==> src/rtl/pif_pkg.sv <==
// package for the peripheral interrupt flag and enable block
package pif_pkg;
    // register byte addresses (chosen)
    localparam logic [3:0] PIF_ADDR_FLAGS_TWO = 4'h0;
    localparam logic [3:0] PIF_ADDR_CAN_FLAGS = 4'h4;
    localparam logic [3:0] PIF_ADDR_ENABLES_ONE = 4'h8;
    localparam logic [3:0] PIF_ADDR_CONTROL = 4'hC;
    // reset values
    localparam logic [7:0] PIF_RST_FLAGS = 8'h00;
    localparam logic [7:0] PIF_RST_ENABLES = 8'h00;
    localparam logic [7:0] PIF_RST_CONTROL = 8'h00;
    // peripheral_flags_two fields
    localparam int PIF_B_OSC_FAIL = 7;
    localparam int PIF_B_COMPARATOR = 6;
    localparam int PIF_B_UNIMPL = 5;
    localparam int PIF_B_NVM_DONE = 4;
    localparam int PIF_B_BUS_COLL = 3;
    localparam int PIF_B_VOLTAGE = 2;
    localparam int PIF_B_TIMER_THREE = 1;
    localparam int PIF_B_CAPCOMP = 0;
    // can_event_flags fields
    localparam int PIF_B_INVALID = 7;
    localparam int PIF_B_WAKE = 6;
    localparam int PIF_B_CAN_ERR = 5;
    localparam int PIF_B_TX_TWO = 4;
    localparam int PIF_B_TX_ONE = 3;
    localparam int PIF_B_TX_ZERO = 2;
    localparam int PIF_B_RX_ONE = 1;
    localparam int PIF_B_RX_ZERO = 0;
    // control register fields
    localparam int PIF_B_PERIPH_EN = 0;
    localparam int PIF_B_PRIO_EN = 1;
    localparam int PIF_B_CAN_MODE_LO = 2;
    localparam int PIF_B_LARGE_PKG = 4;
    localparam logic [7:0] PIF_CONTROL_MASK = 8'h1F;
    // axi responses
    localparam logic [1:0] PIF_RESP_OKAY = 2'h0;
    localparam logic [1:0] PIF_RESP_SLVERR = 2'h2;
    // can operating modes
    localparam logic [1:0] PIF_CAN_MODE0 = 2'h0;
    localparam logic [1:0] PIF_CAN_MODE1 = 2'h1;
    localparam logic [1:0] PIF_CAN_MODE2 = 2'h2;

    // event pulses and the pwm mode level from the peripherals
    typedef struct packed {
        logic osc_fail;
        logic comparator_change;
        logic nvm_write_done;
        logic bus_collision;
        logic voltage_detect;
        logic timer_three_overflow;
        logic enhanced_capcomp;
        logic capcomp_pwm_mode;
    } pif_sys_evt_t;

    typedef struct packed {
        logic invalid_msg;
        logic wake;
        logic error;
        logic tx_two_done;
        logic tx_one_done;
        logic tx_zero_done;
        logic rx_one_new;
        logic rx_zero_new;
        logic fifo_watermark;
    } pif_can_evt_t;

    typedef enum logic [1:0] {
        PIF_WR_IDLE,
        PIF_WR_RESP
    } pif_wr_state_t;
endpackage

==> src/rtl/pif_irq_flags.sv <==
// peripheral interrupt flag and enable registers with axi4-lite slave
//
// Local design decisions: the AXI4-Lite slave port and the address map.
`default_nettype none
// Functional notes
// oscillator failure sets flag bit 7
// comparator change sets flag bit 6
// memory write completion sets flag bit 4
// bus collision sets flag bit 3
// low voltage sets flag bit 2
// third timer overflow sets flag bit 1
// capture/compare sets bit 0, not pwm
// flag register bit 5 reads zero
// invalid can message sets bit 7
// can bus activity sets wake bit 6
// any can error sets bit 5
// bit 4: buffer two or any tx
// tx buffers one, zero set bits 3,2
// bit 1: buffer one or any rx
// bit 0: rx zero, zero, watermark (code reads bit 0 as zero in mode 2 too)
// modes 1,2 force footnoted bits zero
// software sets peripheral enable first
// enable bits 0..6 gate their sources
// software keeps parallel port enable clear
// comparator, capcomp flags only large package
// flags set regardless of enables
// with priorities, peripheral enable gates low
// request needs flag, enable and globals
module pif_irq_flags
    import pif_pkg::*;
(
    // clock and reset
    input wire logic core_clk_i,
    input wire logic srst_i,
    // peripheral events, same clock
    input wire pif_sys_evt_t sys_evt_i,
    input wire pif_can_evt_t can_evt_i,
    input wire logic [7:0] periph_one_flags_i,
    input wire logic [7:0] low_priority_i,
    // axi4-lite write address
    input wire logic [3:0] s_axi_awaddr,
    input wire logic s_axi_awvalid,
    output logic s_axi_awready,
    // axi4-lite write data
    input wire logic [31:0] s_axi_wdata,
    input wire logic [3:0] s_axi_wstrb,
    input wire logic s_axi_wvalid,
    output logic s_axi_wready,
    // axi4-lite write response
    output logic [1:0] s_axi_bresp,
    output logic s_axi_bvalid,
    input wire logic s_axi_bready,
    // axi4-lite read
    input wire logic [3:0] s_axi_araddr,
    input wire logic s_axi_arvalid,
    output logic s_axi_arready,
    output logic [31:0] s_axi_rdata,
    output logic [1:0] s_axi_rresp,
    output logic s_axi_rvalid,
    input wire logic s_axi_rready,
    // interrupt request
    output logic periph_irq_o
);
    logic [7:0] flags_two_r, flags_two_nxt;
    logic [7:0] can_flags_r, can_flags_nxt;
    logic [7:0] enables_r, enables_nxt;
    logic [7:0] control_r, control_nxt;
    logic irq_r, irq_nxt;
    logic aw_held_r, aw_held_nxt;
    logic w_held_r, w_held_nxt;
    logic [3:0] awaddr_r, awaddr_nxt;
    logic [7:0] wdata_r, wdata_nxt;
    logic wstrb_r, wstrb_nxt;
    logic bvalid_r, bvalid_nxt;
    logic [1:0] bresp_r, bresp_nxt;
    logic rvalid_r, rvalid_nxt;
    logic [1:0] rresp_r, rresp_nxt;
    logic [7:0] rdata_r, rdata_nxt;
    pif_wr_state_t wr_state_r, wr_state_nxt;
    logic awready_r, awready_nxt, wready_r, wready_nxt, arready_r, arready_nxt;

    logic [1:0] can_mode;
    logic large_pkg;
    logic [7:0] sys_set, can_set, can_view, flags_two_view;
    logic do_write;
    logic [7:0] clr_two, clr_can;

    assign can_mode = control_r[PIF_B_CAN_MODE_LO +: 2];
    assign large_pkg = control_r[PIF_B_LARGE_PKG];

    // event decode, independent of any enable
    always_comb
    begin
        sys_set = 8'h00;
        sys_set[PIF_B_OSC_FAIL] = sys_evt_i.osc_fail;
        sys_set[PIF_B_COMPARATOR] = sys_evt_i.comparator_change & large_pkg;
        sys_set[PIF_B_NVM_DONE] = sys_evt_i.nvm_write_done;
        sys_set[PIF_B_BUS_COLL] = sys_evt_i.bus_collision;
        sys_set[PIF_B_VOLTAGE] = sys_evt_i.voltage_detect;
        sys_set[PIF_B_TIMER_THREE] = sys_evt_i.timer_three_overflow;
        // pwm mode leaves the capture flag unused
        sys_set[PIF_B_CAPCOMP] = sys_evt_i.enhanced_capcomp & ~sys_evt_i.capcomp_pwm_mode
            & large_pkg;
        can_set = 8'h00;
        can_set[PIF_B_INVALID] = can_evt_i.invalid_msg;
        can_set[PIF_B_WAKE] = can_evt_i.wake;
        can_set[PIF_B_CAN_ERR] = can_evt_i.error;
        if (can_mode == PIF_CAN_MODE0)
        begin
            can_set[PIF_B_TX_TWO] = can_evt_i.tx_two_done;
            can_set[PIF_B_TX_ONE] = can_evt_i.tx_one_done;
            can_set[PIF_B_TX_ZERO] = can_evt_i.tx_zero_done;
            can_set[PIF_B_RX_ONE] = can_evt_i.rx_one_new;
            can_set[PIF_B_RX_ZERO] = can_evt_i.rx_zero_new;
        end
        else
        begin
            can_set[PIF_B_TX_TWO] = can_evt_i.tx_two_done | can_evt_i.tx_one_done
                | can_evt_i.tx_zero_done;
            can_set[PIF_B_RX_ONE] = can_evt_i.rx_one_new | can_evt_i.rx_zero_new;
        end
    end

    // visible values: footnoted bits forced to zero outside mode 0
    always_comb
    begin
        can_view = can_flags_r;
        if (can_mode != PIF_CAN_MODE0)
        begin
            can_view[PIF_B_TX_ONE] = 1'b0;
            can_view[PIF_B_TX_ZERO] = 1'b0;
            can_view[PIF_B_RX_ZERO] = 1'b0;
        end
        flags_two_view = flags_two_r;
        flags_two_view[PIF_B_UNIMPL] = 1'b0;
        if (!large_pkg)
        begin
            flags_two_view[PIF_B_COMPARATOR] = 1'b0;
            flags_two_view[PIF_B_CAPCOMP] = 1'b0;
        end
    end

    // write strobe: both channels held, response slot free
    assign do_write = aw_held_r & w_held_r & (wr_state_r == PIF_WR_IDLE);

    // software writes zero to clear; set wins over clear
    always_comb
    begin
        clr_two = 8'h00;
        clr_can = 8'h00;
        if (do_write && wstrb_r && awaddr_r == PIF_ADDR_FLAGS_TWO)
        begin
            clr_two = ~wdata_r;
        end
        if (do_write && wstrb_r && awaddr_r == PIF_ADDR_CAN_FLAGS)
        begin
            clr_can = ~wdata_r;
        end
        flags_two_nxt = ((flags_two_r & ~clr_two) | sys_set) & ~(8'h01 << PIF_B_UNIMPL);
        can_flags_nxt = (can_flags_r & ~clr_can) | can_set;
        // watermark only exists in mode 2, raw mode 1 keeps bit 0 clear
        if (can_mode == PIF_CAN_MODE2)
        begin
            can_flags_nxt[PIF_B_RX_ZERO] = (can_flags_r[PIF_B_RX_ZERO]
                & ~clr_can[PIF_B_RX_ZERO]) | can_evt_i.fifo_watermark;
        end
        else if (can_mode == PIF_CAN_MODE1)
        begin
            can_flags_nxt[PIF_B_RX_ZERO] = 1'b0;
        end
        enables_nxt = enables_r;
        control_nxt = control_r;
        if (do_write && wstrb_r && awaddr_r == PIF_ADDR_ENABLES_ONE)
        begin
            enables_nxt = wdata_r;
        end
        if (do_write && wstrb_r && awaddr_r == PIF_ADDR_CONTROL)
        begin
            control_nxt = wdata_r & PIF_CONTROL_MASK;
        end
    end

    // request: flag and enable and globals; priority mode gates low ones only
    always_comb
    begin
        logic [7:0] pend_one;
        logic any_low;
        logic any_high;
        pend_one = periph_one_flags_i & enables_r;
        any_low = |(pend_one & ~low_priority_i);
        any_high = |(pend_one & low_priority_i);
        if (control_r[PIF_B_PRIO_EN])
        begin
            // high-priority sources bypass the peripheral enable
            irq_nxt = any_high | (any_low & control_r[PIF_B_PERIPH_EN]);
        end
        else
        begin
            irq_nxt = (any_low | any_high) & control_r[PIF_B_PERIPH_EN];
        end
    end

    // axi4-lite write path
    always_comb
    begin
        aw_held_nxt = aw_held_r;
        w_held_nxt = w_held_r;
        awaddr_nxt = awaddr_r;
        wdata_nxt = wdata_r;
        wstrb_nxt = wstrb_r;
        bvalid_nxt = bvalid_r;
        bresp_nxt = bresp_r;
        wr_state_nxt = wr_state_r;
        if (s_axi_awvalid && !aw_held_r)
        begin
            aw_held_nxt = 1'b1;
            awaddr_nxt = s_axi_awaddr;
        end
        if (s_axi_wvalid && !w_held_r)
        begin
            w_held_nxt = 1'b1;
            wdata_nxt = s_axi_wdata[7:0];
            wstrb_nxt = s_axi_wstrb[0];
        end
        case (wr_state_r)
            PIF_WR_IDLE:
            begin
                if (do_write)
                begin
                    aw_held_nxt = 1'b0;
                    w_held_nxt = 1'b0;
                    bvalid_nxt = 1'b1;
                    bresp_nxt = (awaddr_r[1:0] == 2'h0) ? PIF_RESP_OKAY : PIF_RESP_SLVERR;
                    wr_state_nxt = PIF_WR_RESP;
                end
            end
            PIF_WR_RESP:
            begin
                if (s_axi_bready)
                begin
                    bvalid_nxt = 1'b0;
                    wr_state_nxt = PIF_WR_IDLE;
                end
            end
            default:
            begin
                wr_state_nxt = PIF_WR_IDLE;
            end
        endcase
        awready_nxt = ~aw_held_nxt;
        wready_nxt = ~w_held_nxt;
    end

    // axi4-lite read path
    always_comb
    begin
        rvalid_nxt = rvalid_r;
        rresp_nxt = rresp_r;
        rdata_nxt = rdata_r;
        if (rvalid_r && s_axi_rready)
        begin
            rvalid_nxt = 1'b0;
        end
        if (s_axi_arvalid && !rvalid_r)
        begin
            rvalid_nxt = 1'b1;
            rresp_nxt = PIF_RESP_OKAY;
            case (s_axi_araddr)
                PIF_ADDR_FLAGS_TWO: rdata_nxt = flags_two_view;
                PIF_ADDR_CAN_FLAGS: rdata_nxt = can_view;
                PIF_ADDR_ENABLES_ONE: rdata_nxt = enables_r;
                PIF_ADDR_CONTROL: rdata_nxt = control_r;
                default:
                begin
                    rdata_nxt = 8'h00;
                    rresp_nxt = PIF_RESP_SLVERR;
                end
            endcase
        end
        arready_nxt = ~rvalid_nxt;
    end

    always_ff @(posedge core_clk_i)
    begin
        if (srst_i)
        begin
            flags_two_r <= PIF_RST_FLAGS;
            can_flags_r <= PIF_RST_FLAGS;
            enables_r <= PIF_RST_ENABLES;
            control_r <= PIF_RST_CONTROL;
            irq_r <= 1'b0;
            aw_held_r <= 1'b0;
            w_held_r <= 1'b0;
            awaddr_r <= 4'h0;
            wdata_r <= 8'h00;
            wstrb_r <= 1'b0;
            bvalid_r <= 1'b0;
            bresp_r <= PIF_RESP_OKAY;
            rvalid_r <= 1'b0;
            rresp_r <= PIF_RESP_OKAY;
            rdata_r <= 8'h00;
            wr_state_r <= PIF_WR_IDLE;
            awready_r <= 1'b1;
            wready_r <= 1'b1;
            arready_r <= 1'b1;
        end
        else
        begin
            flags_two_r <= flags_two_nxt;
            can_flags_r <= can_flags_nxt;
            enables_r <= enables_nxt;
            control_r <= control_nxt;
            irq_r <= irq_nxt;
            aw_held_r <= aw_held_nxt;
            w_held_r <= w_held_nxt;
            awaddr_r <= awaddr_nxt;
            wdata_r <= wdata_nxt;
            wstrb_r <= wstrb_nxt;
            bvalid_r <= bvalid_nxt;
            bresp_r <= bresp_nxt;
            rvalid_r <= rvalid_nxt;
            rresp_r <= rresp_nxt;
            rdata_r <= rdata_nxt;
            wr_state_r <= wr_state_nxt;
            awready_r <= awready_nxt;
            wready_r <= wready_nxt;
            arready_r <= arready_nxt;
        end
    end

    // ready flops mirror the free slots, so no output has logic after a flop
    assign s_axi_awready = awready_r;
    assign s_axi_wready = wready_r;
    assign s_axi_bvalid = bvalid_r;
    assign s_axi_bresp = bresp_r;
    assign s_axi_arready = arready_r;
    assign s_axi_rvalid = rvalid_r;
    assign s_axi_rresp = rresp_r;
    assign s_axi_rdata = {24'h000000, rdata_r};
    assign periph_irq_o = irq_r;

    property p_osc_set;
        @(posedge core_clk_i) disable iff (srst_i)
        sys_evt_i.osc_fail |=> flags_two_r[PIF_B_OSC_FAIL];
    endproperty
    a_osc_set: assert property (p_osc_set) else $error("osc flag not set");

    property p_nvm_hold;
        @(posedge core_clk_i) disable iff (srst_i)
        flags_two_r[PIF_B_NVM_DONE] && !(do_write && awaddr_r == PIF_ADDR_FLAGS_TWO)
            |=> flags_two_r[PIF_B_NVM_DONE];
    endproperty
    a_nvm_hold: assert property (p_nvm_hold) else $error("nvm flag lost");

    property p_timer_set;
        @(posedge core_clk_i) disable iff (srst_i)
        sys_evt_i.timer_three_overflow |=> flags_two_r[PIF_B_TIMER_THREE];
    endproperty
    a_timer_set: assert property (p_timer_set) else $error("timer flag not set");

    property p_unimpl_zero;
        @(posedge core_clk_i) disable iff (srst_i)
        s_axi_arvalid && !rvalid_r && s_axi_araddr == PIF_ADDR_FLAGS_TWO
            |=> !s_axi_rdata[PIF_B_UNIMPL];
    endproperty
    a_unimpl_zero: assert property (p_unimpl_zero) else $error("bit five read one");

    property p_wake_set;
        @(posedge core_clk_i) disable iff (srst_i)
        can_evt_i.wake |=> can_flags_r[PIF_B_WAKE];
    endproperty
    a_wake_set: assert property (p_wake_set) else $error("wake flag not set");

    property p_forced_zero;
        @(posedge core_clk_i) disable iff (srst_i)
        s_axi_arvalid && !rvalid_r && s_axi_araddr == PIF_ADDR_CAN_FLAGS
            && can_mode != PIF_CAN_MODE0 |=> (s_axi_rdata[7:0] & 8'h0D) == 8'h00;
    endproperty
    a_forced_zero: assert property (p_forced_zero) else $error("footnoted bit set");

    property p_small_pkg;
        @(posedge core_clk_i) disable iff (srst_i)
        !large_pkg && sys_evt_i.comparator_change && !flags_two_r[PIF_B_COMPARATOR]
            |=> !flags_two_r[PIF_B_COMPARATOR];
    endproperty
    a_small_pkg: assert property (p_small_pkg) else $error("reserved flag set");

    property p_irq_cause;
        @(posedge core_clk_i) disable iff (srst_i)
        periph_irq_o |-> $past(control_r[PIF_B_PRIO_EN] || control_r[PIF_B_PERIPH_EN])
            && $past(|(periph_one_flags_i & enables_r));
    endproperty
    a_irq_cause: assert property (p_irq_cause) else $error("irq without cause");

    property p_irq_no_peripheral_irq_enable;
        @(posedge core_clk_i) disable iff (srst_i)
        !control_r[PIF_B_PRIO_EN] && !control_r[PIF_B_PERIPH_EN] |=> !periph_irq_o;
    endproperty
    a_irq_no_peripheral_irq_enable: assert property (p_irq_no_peripheral_irq_enable) else $error("irq while disabled");
endmodule
`default_nettype wire

==> config.mk <==
export PLATFORM = sky130hd
export DESIGN_NAME = pif_irq_flags
export DESIGN_NICKNAME = d
export VERILOG_FILES = /design/src/rtl/pif_pkg.sv /design/src/rtl/pif_irq_flags.sv
export SDC_FILE = /design/constraint.sdc
export NUM_CORES = 1
export LEC_CHECK = 0
export ABC_AREA = 1
export BUFFER_PORTS_ARGS = -buffer_cell sky130_fd_sc_hd__buf_4
export CAP_MARGIN = 20
export CORE_MARGIN = 8
export CORE_UTILIZATION = 30
export DETAILED_ROUTE_END_ITERATION = 7
export PLACE_DENSITY = 0.54
export SLEW_MARGIN = 10
export SYNTH_ARGS = -nofsm -noshare
export SYNTH_HDL_FRONTEND = slang
export SYNTH_SLANG_ARGS = --single-unit
==> constraint.sdc <==
create_clock -name core_clk_i -period 1.54 [get_ports core_clk_i]
set_input_delay 0.462 -clock core_clk_i [delete_from_list [all_inputs] [get_ports core_clk_i]]
set_output_delay 0.462 -clock core_clk_i [all_outputs]
set_load 0.02 [all_outputs]
Word-level counts from Yosys, hierarchy flattened
Cells that the tools add are included.
{"block": "word_totals", "out_inout_bits": 42, "elab_cells": 116, "inputBits": 84, "register_bits": 64}
{"block": "classes", "n_bitwise": 30, "n_eq_ne": 11, "n_reduce_logical": 25, "muxes": 30}
{"op": "$and A8 B8 Y8", "n": 5}
{"op": "$not A8 Y8", "n": 4}
{"op": "$pmux W8 S4", "n": 1}
{"op": "$mux W1", "n": 19}
{"op": "$eq A4 B4 Y1 const B", "n": 4}
{"op": "$mux W8", "n": 2}
{"op": "$or A8 B8 Y8", "n": 2}
{"op": "$reduce_or A8 Y1", "n": 2}
{"op": "$mux W2", "n": 6}
{"op": "$logic_and A1 B1 Y1", "n": 9}
{"op": "$and A1 B1 Y1", "n": 8}
{"op": "$eq A4 B3 Y1 const B", "n": 2}
{"op": "$logic_not A4 Y1", "n": 2}
{"op": "$logic_not A2 Y1", "n": 3}
{"op": "$or A1 B1 Y1", "n": 6}
{"op": "$not A1 Y1", "n": 5}
{"op": "$eq A2 B1 Y1 const B", "n": 2}
{"op": "$ne A2 B2 Y1 const B", "n": 2}
{"op": "$pmux W2 S2", "n": 1}
{"op": "$reduce_and A2 Y1", "n": 2}
{"op": "$reduce_bool A2 Y1", "n": 2}
{"op": "$reduce_or A4 Y1", "n": 1}
{"op": "$logic_not A1 Y1", "n": 3}
{"op": "$reduce_and A3 Y1", "n": 1}
{"op": "2 further kinds", "n": 2}

Depth between registers and ports, before layout
{"block": "logic_depth", "word_depth": 10, "ltp_mapped": 8, "ltp_nobuf": 8}

Worst setup path after synthesis
Ideal clock, no wire load.
{"block": "synth_path", "path_kind": "flip-flop to flip-flop", "startpoint": "register s_axi_bvalid (netlist name)", "endpoint": "register enables_r[1]", "setup_ns": 0.130, "path_slack_ns": 0.277, "synth_period_minus_slack_ns": 1.263, "arrival_ns": 1.133, "path_stages_with_launch": 8, "path_buffers": 1, "required_time_ns": 1.410, "path_cell_list": "dfxtp_1 inv_1 nand3_2 nor2_4 nand2_4 buf_6 a21oi_1 nor2_1"}
{"item": "end signal, assigned", "line": "pif_irq_flags.sv:311", "text": "enables_r <= enables_nxt;"}
{"item": "end, declared", "line": "pif_irq_flags.sv:66", "text": "logic [7:0] enables_r, enables_nxt;"}

Worst setup path after layout
{"block": "layout_path", "startpoint": "register aw_held_r", "endpoint": "register control_r[3]"}
{"block": "layout_via", "elab_chain_cells": 4}
{"item": "start, declared", "line": "pif_irq_flags.sv:69", "text": "logic aw_held_r, aw_held_nxt;"}
{"item": "start signal, assigned", "line": "pif_irq_flags.sv:314", "text": "aw_held_r <= aw_held_nxt;"}
{"item": "$and A1 B1 Y1 (2 in a row)", "line": "pif_irq_flags.sv:144", "text": "assign do_write = aw_held_r & w_held_r & (wr_state_r == PIF_WR_IDLE);"}
{"item": "$logic_and A1 B1 Y1 (2 in a row)", "line": "pif_irq_flags.sv:177", "text": "if (do_write && wstrb_r && awaddr_r == PIF_ADDR_CONTROL)"}
{"item": "end signal, assigned", "line": "pif_irq_flags.sv:312", "text": "control_r <= control_nxt;"}
{"item": "end, declared", "line": "pif_irq_flags.sv:67", "text": "logic [7:0] control_r, control_nxt;"}
Every way passes these cells.
A chain may end at the register's enable or synchronous reset.

==> key figures <==
Run status
  – Status: finished clean

Global routing
  – Largest net degree at the start of global routing: 36
  – M2 GR Usage: 0.190
  – Initial antenna violation count: 0
  – Vias in the first global route: 2611
  – Met3 GRT Util: 0.0559
  – Met1 GRT Util: 0.148
  – Most Crowded Layer GR: met2
  – GR Util All Layers: 0.121
  – First-pass GRT wire length: 12400 microns
  – Grt ovf: 0

Final layout
  – Commonest non-fill, non-tap cell in the layout: buf_4
  – Number of inserted diodes: 0
  – Layout area overhead: 28.0%
  – Final Non-Filler Cells: 586
  – Share of layout cells above drive strength 1: 0.244
  – Final #Nets: 556
  – Commonest cells after routing, fill and taps aside: 81 x buf_4, 59 x dfxtp_1, 58 x nand2_1
  – Layout Utilization: 0.393

CTS
  – H-tree Lvls: 3
  – Post-CTS Setup Inserts: 0
  – TritonCTS clock tree: built
  – Clock sink total: 59
  – Post-CTS resize count: 0
  – Root buffer cell: clkbuf_8
  – Clk Latency, worst-skew pair: 0.33 ns
  – CTS clk-pin slew, worst paths: 0.07 ns
  – CTS Hold Bufs: 0
  – Max Root-Sink Buffers: 2
  – Total CTS buffers: 9

Synth
  – Synthesis warning total: 0
  – Cells after Synth: 390
  – Sequential-to-total area share from yosys stat: 0.418
  – Syn_area_per_cell: 7.24 sq um
  – Seq cells post-synth: 59
  – Mapped cell area: 0.00282 sq mm
  – Number of library cell types mapped by synthesis: 25

Floorplan
  – Row count: 35
  – Die Y: 113 microns
  – Initial core utilization: 0.307
  – Top Ports: 126
  – Die W: 113 microns
  – Core area: 0.00920 sq mm
  – Die area: 0.0128 sq mm

Setup path
  – R2r endpoint: control_r[3]
  – Slowest stage delay, CP: 0.37 ns
  – Reg-to-Reg Start: aw_held_r
  – Slowest CP cell: dfxtp_1
  – Crit path required time: 1.75 ns
  – Worst setup SP type: register
  – Worst EP arrival: 1.57 ns
  – Crit Path Max Fanout: 10
  – Crit path kind: register to register
  – Flop-to-flop setup slack: 0.18 ns
  – Reg2reg path depth: 6
  – CP Capture Type: register
  – Crit path cell chain: nand3_2 -> nor2_4 -> buf_4 -> nand2_1 -> o21ai_0 -> a21oi_1

Timing
  – FMAX: 738 MHz
  – Final Setup Violations: 0
  – Setup TNS: 0 ns
  – RSZ-0062 raised after global routing: no
  – Fin crit share: 0.880
  – Tmin final: 1.36 ns
  – Clk_skew: 0.00752 ns
  – Final Hold Fails: 0
  – Max-slew violations: 0

Routing
  – Routed Wire Length: 7720 microns
  – Vias: 2639
  – Drc violations: 0
  – Wirelength per Cell: 13.2 microns
  – First-pass DRT Iterations: 4
  – Starting DRT DRC Count: 142
  – Antenna Nets Post-Route: 0
  – Vias per cell: 4.50

Pwr
  – Switching Fraction: 0.265
  – Clock network fraction of design power: 0.361
  – Power share of the sequential group: 0.494
  – Comb power frac: 0.145
  – Maximum vdd drop: 0.416 mV
  – Sw power: 880 uW
  – Total leakage power: 1.67 nW
  – P per Cell Area: 919 mW/mm^2
  – Internal power: 2.44 mW

Place
  – # port buffers: 72
  – Inst Count DP: 572
  – GP Congestion: 0.792
  – Dpl hpwl: 6090 microns

Min path
  – Hold path depth: 3
  – WHS Endpoint: can_flags_r[5]
  – Hold path start: can_evt_i[6]
  – Hold Path Class: input pin to register

Flow run
  – Max-Cap Viols: 0
synth_stat cells:
cell,count,area share
a21oi_1,51,0.090
clkbuf_1,4,0.0053
nor2_1,39,0.052
dfxtp_1,59,0.42
nor2_2,5,0.011
inv_1,39,0.052
or2_2,2,0.0044
conb_1,1,0.0013
clkinv_1,1,0.0013
a21oi_2,2,0.0062
nor3_4,1,0.0058
nand4_1,3,0.0066
inv_2,2,0.0027
nand3_2,1,0.0035
buf_6,2,0.0080
buf_4,26,0.069
o21ai_0,30,0.053
nor2_4,4,0.016
nor3_2,1,0.0035
nand3b_1,7,0.019
nand3_1,46,0.082
buf_1,1,0.0013
nand2_1,58,0.077
nand2_4,1,0.0040
buf_2,4,0.0071
how the worst max path moves through the flow:
stage               startpoint           end  cells past startpoint
3_5_place_dp   s_axi_araddr[1]    rdata_r[0]                      9
3_3_place_gp   s_axi_araddr[1]    rdata_r[2]                      9
2_1_floorplan     s_axi_bvalid  enables_r[1]                      7
6_report             aw_held_r  control_r[3]                      6
4_1_cts              aw_held_r  control_r[3]                      6
5_1_grt              aw_held_r  control_r[3]                      6
critical path: cells and delay by family, from the launching register on:
| family | cells | cell delay [ns] |
|---|---|---|
| simple gates | 3 | 0.43 |
| flops | 1 | 0.37 |
| compound gates | 2 | 0.26 |
| buf+inv | 1 | 0.18 |
power groups by stage:
stage	Clock, mW	Sequential (mW)	Combinational (mW)
after floorplan	0	1.68	0.297
after global placement	0	1.67	0.476
after detailed placement	0	1.68	0.482
after CTS	1.25	1.64	0.483
after global routing	1.32	1.65	0.533
final	1.20	1.64	0.481
per-stage QoR:
| stage | total power [mW] | setup slack (ns) | area [sq um] | hold WS, ns |
|---|---|---|---|---|
| final | 3.32 | 0.185 | 3610 | 0.335 |
| after global routing | 3.50 | 0.0371 | 3610 | 0.343 |
| after CTS | 3.37 | 0.152 | 3610 | 0.322 |
| after detailed placement | 2.16 | 0.0904 | 3450 | 0.452 |
| after global placement | 2.15 | 0.112 | 3450 | 0.446 |
| after floorplan | 1.98 | 0.277 | 2920 | 0.434 |
flip-flops by register name, summed over array words and instances (netlist names), 4 cells and up:
name         cells
wdata_r          8
enables_r        8
can_flags_r      8
awaddr_r         4
rdata_r          8
flags_two_r      7
control_r        5
cell type report:
class | instances | area [sq um]
fillers | 966 | 5580
multi-input cells | 277 | 1320
flip-flops and latches | 59 | 1180
repair buffers | 83 | 648
inverters | 42 | 158
clock buffers | 11 | 151
well taps | 111 | 139
clock inverters | 3 | 15.0
kinds of logic (layout without fill, tap and decap cells):
logic type,count (synthesis),in the layout,synth area share
compound gates,83,83,0.150
simple gates,168,168,0.284
other cells,1,26,0.00133
flops,59,59,0.418
buf+inv,79,139,0.147
per-layer routing:
metal	part of all wire	vias up
met5	0	-
met4	0.0069	0
met3	0.092	6
met2	0.43	85
met1	0.47	1170
li1	-	1378
(Power assumes the default switching activity.)
